### src/kps_pkg.sv
// Shared constants and types of the keyboard-printer serial control unit.
// Assumes a single 40 MHz APB clock that also stands in for the crystal reference.
package kps_pkg;

   // ****************************************************************
   // Register map (byte addresses, one aligned 32-bit word each)
   // ****************************************************************
   localparam logic [11:0] KPS_CTRL_ADDR = 12'h000;
   localparam logic [11:0] KPS_TXDATA_ADDR = 12'h004;
   localparam logic [11:0] KPS_RXDATA_ADDR = 12'h008;
   localparam logic [11:0] KPS_STATUS_ADDR = 12'h00C;

   // Control word fields: channel in the low bits, then clear/set pairs.
   localparam int KPS_PIA_LSB = 0;
   localparam int KPS_IN_BUSY_CLR = 4;
   localparam int KPS_IN_BUSY_SET = 5;
   localparam int KPS_IN_FLAG_CLR = 6;
   localparam int KPS_IN_FLAG_SET = 7;
   localparam int KPS_OUT_BUSY_CLR = 8;
   localparam int KPS_OUT_BUSY_SET = 9;
   localparam int KPS_OUT_FLAG_CLR = 10;
   localparam int KPS_OUT_FLAG_SET = 11;
   // Status word fields above the packed control bits.
   localparam int KPS_ST_RX_ACTIVE = 7;
   localparam int KPS_ST_TX_ACTIVE = 8;
   localparam int KPS_ST_TX_DONE = 9;
   localparam int KPS_ST_RX_DONE = 10;

   // ****************************************************************
   // Line timing
   // ****************************************************************
   localparam int KPS_CLK_PERIOD_NS = 25;
   localparam int KPS_BIT_RATE_BPS = 110;
   localparam int KPS_CHAR_UNITS = 11;
   localparam int KPS_CHAR_TIME_MS = 100;
   localparam int KPS_TX_OVERSAMPLE = 2;
   localparam int KPS_RX_OVERSAMPLE = 8;
   localparam int KPS_RX_TICK_CYCLES =
      1_000_000_000 / (KPS_CLK_PERIOD_NS * KPS_BIT_RATE_BPS * KPS_RX_OVERSAMPLE);
   localparam logic [1:0] KPS_TX_PER_RX = 2'(KPS_RX_OVERSAMPLE / KPS_TX_OVERSAMPLE - 1);
   localparam logic [2:0] KPS_STOP_FULL = 3'h4;
   localparam logic [2:0] KPS_STOP_LOAD = 3'h1;
   localparam logic [2:0] KPS_RX_SHIFT_CNT = 3'h3;
   localparam logic [7:0] KPS_TX_LAST_PAT = 8'h80;
   localparam logic [7:0] KPS_RX_PRESET = 8'hFF;

   // ****************************************************************
   // Types
   // ****************************************************************
   typedef struct packed {
      logic out_flag;
      logic out_busy;
      logic in_flag;
      logic in_busy;
      logic [2:0] interrupt_channel_assignment;
   } kps_ctl_t;

   localparam kps_ctl_t KPS_CTL_RESET = '0;

   typedef enum logic {KPS_TX_IDLE = 1'b0, KPS_TX_ACTIVE = 1'b1} kps_tx_st_t;
   typedef enum logic {KPS_RX_IDLE = 1'b0, KPS_RX_ACTIVE = 1'b1} kps_rx_st_t;

endpackage

### src/kps_ctrl.sv
// Keyboard-printer serial control unit: APB registers, transmitter, receiver, interrupt request.
// Assumes an APB master on pclk and an asynchronous keyboard line on rx_line.
`timescale 1ns/100ps

module kps_ctrl
   import kps_pkg::*;
#(
   parameter int RX_DIV = KPS_RX_TICK_CYCLES
) (
   input wire logic pclk,
   input wire logic presetn,
   input wire logic psel,
   input wire logic penable,
   input wire logic pwrite,
   input wire logic [11:0] paddr,
   input wire logic [31:0] pwdata,
   output logic [31:0] prdata,
   output logic pready,
   output logic pslverr,
   input wire logic rx_line,
   output logic tx_line,
   output logic [7:0] pi_req
);

   localparam int DIVW = $clog2(RX_DIV + 1);
   localparam logic [DIVW-1:0] DIV_LAST = DIVW'(RX_DIV - 1);

   // ****************************************************************
   // Helpers
   // ****************************************************************
   // Bus bit 0 is the first character bit; the shifter sends its top bit first.
   function automatic logic [7:0] load_order(input logic [7:0] d);
      logic [7:0] r;
      r = '0;
      for (int i = 0; i < 7; i++) begin
         r[7-i] = d[i];
      end
      r[0] = 1'b1;
      return r;
   endfunction

   function automatic logic hit(input logic [11:0] a, input logic [11:0] reg_addr);
      return a == reg_addr;
   endfunction

   kps_ctl_t ctl_r;
   kps_tx_st_t tx_st_r;
   kps_rx_st_t rx_st_r;
   logic [DIVW-1:0] pre_r;
   logic [1:0] txdiv_r;
   logic [2:0] stop_cnt_r, div8_r;
   logic [7:0] tbuf_r, rbuf_r, pi_req_r;
   logic [31:0] prdata_r;
   logic rx_tick, tx_tick, div2_r, enable_r, tx_line_r, tx_done_r, pslverr_r;
   logic rx_s1_r, rx_s2_r, rx_s3_r, rx_lvl_r, last_r, rx_done_r;

   // ****************************************************************
   // APB slave
   // ****************************************************************
   logic setup, wr_acc, rd_acc, ctl_wr, dout_wr, din_rd, mapped;
   logic [31:0] status_word;

   assign setup = psel && !penable;
   assign wr_acc = psel && penable && pwrite;
   assign rd_acc = psel && penable && !pwrite;
   assign ctl_wr = wr_acc && hit(paddr, KPS_CTRL_ADDR);
   assign dout_wr = wr_acc && hit(paddr, KPS_TXDATA_ADDR);
   assign din_rd = rd_acc && hit(paddr, KPS_RXDATA_ADDR);
   assign mapped = hit(paddr, KPS_CTRL_ADDR) || hit(paddr, KPS_TXDATA_ADDR) ||
                   hit(paddr, KPS_RXDATA_ADDR) || hit(paddr, KPS_STATUS_ADDR);

   always_comb begin
      status_word = '0;
      status_word[6:0] = ctl_r;
      status_word[KPS_ST_RX_ACTIVE] = rx_st_r == KPS_RX_ACTIVE;
      status_word[KPS_ST_TX_ACTIVE] = tx_st_r == KPS_TX_ACTIVE;
      status_word[KPS_ST_TX_DONE] = tx_done_r;
      status_word[KPS_ST_RX_DONE] = rx_done_r;
   end

   // Read data is captured in the setup cycle so the access phase needs no wait state.
   always_ff @(posedge pclk or negedge presetn) begin
      if (!presetn) begin
         prdata_r <= '0;
         pslverr_r <= 1'b0;
      end else if (setup) begin
         pslverr_r <= !mapped;
         if (!pwrite && hit(paddr, KPS_RXDATA_ADDR)) begin
            prdata_r <= {24'h00_0000, rbuf_r};
         end else if (!pwrite && mapped && !hit(paddr, KPS_TXDATA_ADDR)) begin
            prdata_r <= status_word;
         end else begin
            prdata_r <= '0;
         end
      end
   end

   assign prdata = prdata_r;
   assign pslverr = pslverr_r;
   assign pready = 1'b1;

   // ****************************************************************
   // Reference count-up divider chain
   // ****************************************************************
   always_ff @(posedge pclk or negedge presetn) begin
      if (!presetn) begin
         pre_r <= '0;
         txdiv_r <= '0;
      end else if (pre_r == DIV_LAST) begin
         pre_r <= '0;
         txdiv_r <= txdiv_r + 2'd1;
      end else begin
         pre_r <= pre_r + DIVW'(1);
      end
   end

   // The receive tick runs four times faster than the transmit tick.
   assign rx_tick = pre_r == DIV_LAST;
   assign tx_tick = rx_tick && txdiv_r == KPS_TX_PER_RX;

   // ****************************************************************
   // Transmitter
   // ****************************************************************
   logic dout_ok, tx_start, tx_shift, tx_end;

   // A data word arriving mid-character is refused so the frame in flight is not torn.
   assign dout_ok = dout_wr && tx_st_r == KPS_TX_IDLE;
   assign tx_start = tx_tick && tx_st_r == KPS_TX_IDLE && stop_cnt_r == KPS_STOP_FULL && enable_r;
   assign tx_shift = tx_tick && tx_st_r == KPS_TX_ACTIVE && div2_r;
   assign tx_end = tx_shift && tbuf_r == KPS_TX_LAST_PAT;

   always_ff @(posedge pclk or negedge presetn) begin
      if (!presetn) begin
         tx_st_r <= KPS_TX_IDLE;
         div2_r <= 1'b0;
         tx_line_r <= 1'b1;
      end else if (tx_start) begin
         tx_st_r <= KPS_TX_ACTIVE;
         div2_r <= 1'b0;
         tx_line_r <= 1'b0;
      end else if (tx_end) begin
         tx_st_r <= KPS_TX_IDLE;
         div2_r <= 1'b0;
         tx_line_r <= 1'b1;
      end else if (tx_tick && tx_st_r == KPS_TX_ACTIVE) begin
         div2_r <= !div2_r;
         if (tx_shift) begin
            tx_line_r <= tbuf_r[7];
         end
      end
   end

   always_ff @(posedge pclk or negedge presetn) begin
      if (!presetn) begin
         tbuf_r <= '0;
         enable_r <= 1'b0;
      end else if (dout_ok) begin
         tbuf_r <= load_order(pwdata[7:0]);
         enable_r <= 1'b1;
      end else if (tx_end) begin
         tbuf_r <= '0;
      end else if (tx_shift) begin
         tbuf_r <= {tbuf_r[6:0], enable_r};
         enable_r <= 1'b0;
      end
   end

   always_ff @(posedge pclk or negedge presetn) begin
      if (!presetn) begin
         stop_cnt_r <= KPS_STOP_FULL;
      end else if (tx_end) begin
         stop_cnt_r <= KPS_STOP_LOAD;
      end else if (tx_tick && stop_cnt_r != KPS_STOP_FULL) begin
         stop_cnt_r <= stop_cnt_r + 3'd1;
      end
   end

   always_ff @(posedge pclk or negedge presetn) begin
      if (!presetn) begin
         tx_done_r <= 1'b0;
      end else if (tx_end) begin
         tx_done_r <= 1'b1;
      end else if (dout_ok) begin
         tx_done_r <= 1'b0;
      end
   end

   assign tx_line = tx_line_r;

   // ****************************************************************
   // Receiver
   // ****************************************************************
   always_ff @(posedge pclk or negedge presetn) begin
      if (!presetn) begin
         rx_s1_r <= 1'b1;
         rx_s2_r <= 1'b1;
         rx_s3_r <= 1'b1;
         rx_lvl_r <= 1'b1;
      end else begin
         rx_s1_r <= rx_line;
         rx_s2_r <= rx_s1_r;
         rx_s3_r <= rx_s2_r;
         if (rx_s2_r == rx_s3_r) begin
            rx_lvl_r <= rx_s3_r;
         end
      end
   end

   logic rx_start, rx_cnt4, rx_shift, rx_abort, rx_fin, rx_stop;

   assign rx_start = rx_tick && rx_st_r == KPS_RX_IDLE && !rx_lvl_r;
   assign rx_cnt4 = rx_tick && rx_st_r == KPS_RX_ACTIVE && div8_r == KPS_RX_SHIFT_CNT;
   assign rx_shift = rx_cnt4 && !last_r;
   // A buffer still all ones marks the first shift; mark there means noise.
   assign rx_abort = rx_shift && rbuf_r == KPS_RX_PRESET && rx_lvl_r;
   assign rx_fin = rx_shift && !rbuf_r[0];
   assign rx_stop = rx_cnt4 && last_r;

   always_ff @(posedge pclk or negedge presetn) begin
      if (!presetn) begin
         rx_st_r <= KPS_RX_IDLE;
         div8_r <= '0;
         last_r <= 1'b0;
      end else if (rx_start) begin
         rx_st_r <= KPS_RX_ACTIVE;
         div8_r <= '0;
         last_r <= 1'b0;
      end else if (rx_abort || rx_stop) begin
         rx_st_r <= KPS_RX_IDLE;
         div8_r <= '0;
      end else if (rx_tick && rx_st_r == KPS_RX_ACTIVE) begin
         div8_r <= div8_r + 3'd1;
         if (rx_fin) begin
            last_r <= 1'b1;
         end
      end
   end

   always_ff @(posedge pclk or negedge presetn) begin
      if (!presetn) begin
         rbuf_r <= '0;
      end else if (rx_start) begin
         rbuf_r <= KPS_RX_PRESET;
      end else if (rx_shift) begin
         rbuf_r <= {rx_lvl_r, rbuf_r[7:1]};
      end
   end

   always_ff @(posedge pclk or negedge presetn) begin
      if (!presetn) begin
         rx_done_r <= 1'b0;
      end else if (rx_fin) begin
         rx_done_r <= 1'b1;
      end else if (din_rd || (rx_shift && rbuf_r == KPS_RX_PRESET)) begin
         rx_done_r <= 1'b0;
      end
   end

   // ****************************************************************
   // Control bits and interrupt request
   // ****************************************************************
   // Hardware events win over software clears landing in the same cycle.
   always_ff @(posedge pclk or negedge presetn) begin
      if (!presetn) begin
         ctl_r <= KPS_CTL_RESET;
      end else begin
         if (ctl_wr) begin
            ctl_r.interrupt_channel_assignment <= pwdata[KPS_PIA_LSB +: 3];
         end
         if (dout_wr) begin
            ctl_r.out_busy <= 1'b1;
         end else if (tx_end) begin
            ctl_r.out_busy <= 1'b0;
         end else if (ctl_wr && pwdata[KPS_OUT_BUSY_SET]) begin
            ctl_r.out_busy <= 1'b1;
         end else if (ctl_wr && pwdata[KPS_OUT_BUSY_CLR]) begin
            ctl_r.out_busy <= 1'b0;
         end
         if (tx_end || (ctl_wr && pwdata[KPS_OUT_FLAG_SET])) begin
            ctl_r.out_flag <= 1'b1;
         end else if (dout_wr || (ctl_wr && pwdata[KPS_OUT_FLAG_CLR])) begin
            ctl_r.out_flag <= 1'b0;
         end
         if (rx_start || (ctl_wr && pwdata[KPS_IN_BUSY_SET])) begin
            ctl_r.in_busy <= 1'b1;
         end else if (rx_fin || (ctl_wr && pwdata[KPS_IN_BUSY_CLR])) begin
            ctl_r.in_busy <= 1'b0;
         end
         if (rx_fin || (ctl_wr && pwdata[KPS_IN_FLAG_SET])) begin
            ctl_r.in_flag <= 1'b1;
         end else if (din_rd || (ctl_wr && pwdata[KPS_IN_FLAG_CLR])) begin
            ctl_r.in_flag <= 1'b0;
         end
      end
   end

   always_ff @(posedge pclk or negedge presetn) begin
      if (!presetn) begin
         pi_req_r <= '0;
      end else begin
         pi_req_r <= '0;
         if ((ctl_r.in_flag || ctl_r.out_flag) && ctl_r.interrupt_channel_assignment != 3'd0) begin
            pi_req_r[ctl_r.interrupt_channel_assignment] <= 1'b1;
         end
      end
   end

   assign pi_req = pi_req_r;

   // ****************************************************************
   // Checks
   // ****************************************************************
   // A transmit end in the same cycle sets the flag on purpose, so it is left out here.
   dout_busy_a: assert property (@(posedge pclk) disable iff (!presetn)
      dout_wr && !tx_end |=> ctl_r.out_busy && !ctl_r.out_flag)
      else $error("Data-out did not set output busy and clear output flag.");
   irq_route_a: assert property (@(posedge pclk) disable iff (!presetn)
      (ctl_r.in_flag || ctl_r.out_flag) && ctl_r.interrupt_channel_assignment != 3'd0 |=> pi_req[$past(ctl_r.interrupt_channel_assignment)] && $onehot(pi_req))
      else $error("Interrupt request not raised on the assigned channel.");
   tx_start_a: assert property (@(posedge pclk) disable iff (!presetn)
      $rose(tx_st_r) |-> $past(stop_cnt_r) == 3'h4 && $past(enable_r) && !tx_line)
      else $error("Transmission started without full stop count or pending enable.");
   tx_stop_a: assert property (@(posedge pclk) disable iff (!presetn)
      $fell(tx_st_r) |-> tx_line && stop_cnt_r == 3'h1 && tx_done_r && tbuf_r == 8'h00)
      else $error("Leaving transmit did not load stop counter, set done and mark.");
   tx_load_a: assert property (@(posedge pclk) disable iff (!presetn)
      dout_ok |=> tbuf_r[0] && tbuf_r[7] == $past(pwdata[0]) && enable_r && !tx_done_r)
      else $error("Transmit buffer load order or eighth bit wrong.");
   rx_arm_a: assert property (@(posedge pclk) disable iff (!presetn)
      $rose(rx_st_r) |-> ctl_r.in_busy && rbuf_r == 8'hFF && div8_r == 3'h0 && !last_r)
      else $error("Receiver activation did not preset buffer and set input busy.");
   rx_done_a: assert property (@(posedge pclk) disable iff (!presetn)
      rx_fin |=> rx_done_r && ctl_r.in_flag && last_r)
      else $error("Final receive shift did not set done, flag and last unit.");
   rx_noise_a: assert property (@(posedge pclk) disable iff (!presetn)
      rx_abort |=> rx_st_r == KPS_RX_IDLE)
      else $error("Noise at first shift did not abandon reception.");
   din_clear_a: assert property (@(posedge pclk) disable iff (!presetn)
      din_rd && !rx_fin |=> !rx_done_r && !ctl_r.in_flag)
      else $error("Data-in did not clear input flag and receive done.");

endmodule

### config.mk
export PLATFORM = sky130hd
export DESIGN_NAME = kps_ctrl
export DESIGN_NICKNAME = d
export VERILOG_FILES = /design/src/kps_pkg.sv /design/src/kps_ctrl.sv
export SDC_FILE = /design/constraint.sdc
export NUM_CORES = 1
export LEC_CHECK = 0
export ABC_AREA = 1
export CAP_MARGIN = 10
export CORE_AREA = 8 8 89 123
export DETAILED_ROUTE_END_ITERATION = 7
export DIE_AREA = 0 0 97 131
export DONT_BUFFER_PORTS = 1
export GPL_ROUTABILITY_DRIVEN = 0
export PLACE_DENSITY = 0.76
export SLEW_MARGIN = 10
export SYNTH_ARGS = -nofsm -noshare
export SYNTH_HDL_FRONTEND = slang
export SYNTH_SLANG_ARGS = --single-unit
### constraint.sdc
create_clock -name pclk -period 4 [get_ports pclk]
set_input_delay 0.8 -clock pclk [delete_from_list [all_inputs] [get_ports pclk]]
set_output_delay 0.8 -clock pclk [all_outputs]
set_load 0.02 [all_outputs]
==> flow_summary.ini <==
[sta]
max_freq_ghz = 0.525
drv_slew = 0
whs_ns = 0.148
rsz0062_at_grt = no
period_minus_slack_ns = 1.91
skew_ns = 0.00950
hold_viol = 0
final-setup-viol-count = 0
tns_ns = 0
fin_crit_sh_pct = 47.7

[synthesis]
synthCells = 580
synth_ff_type = dfrtp_1
synth-simple-area-share_pct = 37.3
synth_xor_area_share_pct = 2.36
yosys.area.top_type = dfrtp_1
yosysMostFrequentCell = nand2_1
synth-seq-cells = 79
ys_warn_count = 0
yosys.cell_types.count = 36
muxShareOfSynthArea_pct = 0
synthAdderAreaFrac_pct = 2.19
synth_edf_count = 0
synth_top_area_share_pct = 41.1
synth_top_family_by_area = simple AND/OR/NAND/NOR gates
synthesis.area_sq_um = 4450
synth_commonest_cells = nand2_1, nor2_1, dfrtp_1
ys_top_cells_by_area = dfrtp_1, nand2_1, nor2_1, nand3_1, inv_1
synth.avg_cell_area_sq_um = 7.67
synthArstFlopShare_pct = 100
synth_compound_area_share_pct = 2.36
ys_seq_area_share_pct = 44.6

[pwr]
power_frac_seq_pct = 50.3
combPwrFrac_pct = 3.1
p_per_area_nw_per_um2 = 350
irDropWorstVdd_mv = 0.251
clockPowerShare_pct = 46.6
p_leak_nw = 2.51
p_switching_uw = 410
swShare_pct = 24.7
p_int_mw = 1.25

[finish]
layout-drive-gt1-share_pct = 10.2
nNetsFinal = 640
layout.area.seq_sq_um = 1980
syn2layout_area_growth_pct = 6.61
fillers = 860
diodes = 0
multi_input_area_sq_um = 2060

[setup_path]
path_max_fanout = 11
required_ns = 4.27
slowest_delay_ns = 0.37
path_cells = nor2_1 > nand2_1 > nor3_1 > buf_4 > nand3_1 > nor2_1 > nor2_1 > nor2_1
end_kind = flip-flop
cp.arrival_ns = 2.18
criticalPathCategory = in2reg
r2r_slack_ns = 2.27
path_common_cell = nor2_1
critPathLaunchType = input pin
slowest_stage = nand3_1

[cts]
holdBufCountCts = 0
cts_resized = 0
cts_buffers = 9
cts_sinks = 79
cts_tree = done
path_clk_slew_ns = 0.06
htree_levels = 3
insertion_delay_ns = 0.35
clockRootBuffer = clkbuf_16
post_cts_buffers = 0
clockBufferDepth = 2

[floorplanning]
core-area_sq_um = 9200
rows = 42
dieArea_sq_um = 12700
start_util_pct = 48.4
chipHeight_microns = 131
io_pins = 93
die_width_microns = 97

[drt]
wire_per_inst_microns = 14.3
vias = 3591
drt_iter0_drc = 213
drc = 0
ant_nets = 0
finalWirelength_mm = 9.98
viasPerCell = 5.14
drt-pass1-iter-count = 4

[global_route]
grt_overflow = 0
antenna_found_initial = 0
grt_max_degree = 80
grt_pass1_vias = 3680
grtUsageTotal_pct = 16.2
grt_pass1_wl_mm = 16.8

[placement]
io_buffers = 0
dp_hpwl_mm = 7.42

[status]
outcome = finished, final reports clean

[hold_path]
hp-class = in2async

[flow_run]
cap_violations = 0
-- sequential cells by signal (all words and copies together) (netlist names), 2 cells and up --
signal,flops
ctl_r,7
div8_r,3
pi_req,8
prdata,11
pre_r,16
rbuf_r,8
stop_cnt_r,3
tbuf_r,8
txdiv_r,2
-- placed cells by master, fill, tap and decap left out, drive strengths merged, types with 5 or more instances in the layout --
master,synthesis,routed
dfrtp,73,73
clkinv,3,5
o21ai,15,15
conb,2,23
clkbuf,3,9
nor3,14,14
nand4,14,14
nand3,66,66
ha,7,7
a21oi,6,6
inv,69,72
dfstp,6,6
nor2,100,100
nand2,155,155
xor2,10,10
-- path summary, 6_finish.rpt --
check | cells past startpoint | endpoint | startpoint
min reg2reg | 0 | rx_s2_r$_DFF_PN1_ | rx_s1_r$_DFF_PN1_
max reg2reg | 9 | rx_done_r$_DFFE_PN0P_ | pre_r[1]$_DFF_PN0_
min in group pclk | 0 | rx_s2_r$_DFF_PN1_ | rx_s1_r$_DFF_PN1_
min | 0 | pre_r[2]$_DFF_PN0_ | presetn
max in group asynchronous | 0 | rx_lvl_r$_DFFE_PN1N_ | presetn
max | 8 | prdata[5]$_DFFE_PN0P_ | paddr[9]
-- final cells by class --
class                           instances  area share (%)
Multi-Input combinational cell        419            43.3
Sequential cell                        79            41.8
Inverter                               72            5.70
Clock buffer                            9            4.75
Tap cell                              110            2.90
Clock inverter                          7            1.16
Timing Repair Buffer                    2           0.317
-- cells by family (layout without fill, tap and decap cells) --
logic type / Yosys count / after routing
compound gates: 21 / 21
xor+xnor: 12 / 12
flops: 79 / 79
simple gates: 355 / 355
other cells: 2 / 23
fa+ha+maj: 8 / 8
buf+inv: 103 / 90
-- power by group through the flow --
stage | registers [mW] | logic [mW] | clock network (mW)
global route | 0.838 | 0.0571 | 0.818
global placement | 0.851 | 0.0487 | 0
finish | 0.836 | 0.0508 | 0.775
CTS | 0.837 | 0.0499 | 0.783
floorplan | 0.848 | 0.0603 | 0
detailed placement | 0.851 | 0.0495 | 0
-- routing by layer --
metal  vias up  track usage [%]  part of all wire [%]
met1      1692             18.1                    42
met5         -                0                     0
met3        18             4.00                   5.9
li1       1782                -                     -
met4         0             9.45                   2.4
met2        99             27.8                    50
-- worst max-delay path, delay by kind of cell --
family,cells,cell delay [ns]
and+or+nand+nor,7,1.17
buffers and inverters,1,0.22
-- per-stage QoR --
stage               cells  util [%]  worst slack, ns  power (mW)  area (sq um)
floorplan             601         -             2.22       0.908          4530
global placement      682      48.5             1.79       0.900          4460
detailed placement    682      48.5             1.75       0.901          4460
CTS                   698      51.6             2.10        1.67          4740
global route          698      51.6             1.95        1.71          4740
finish                698      51.6             2.09        1.66          4740
No activity file was read; power rests on OpenSTA's default activity.
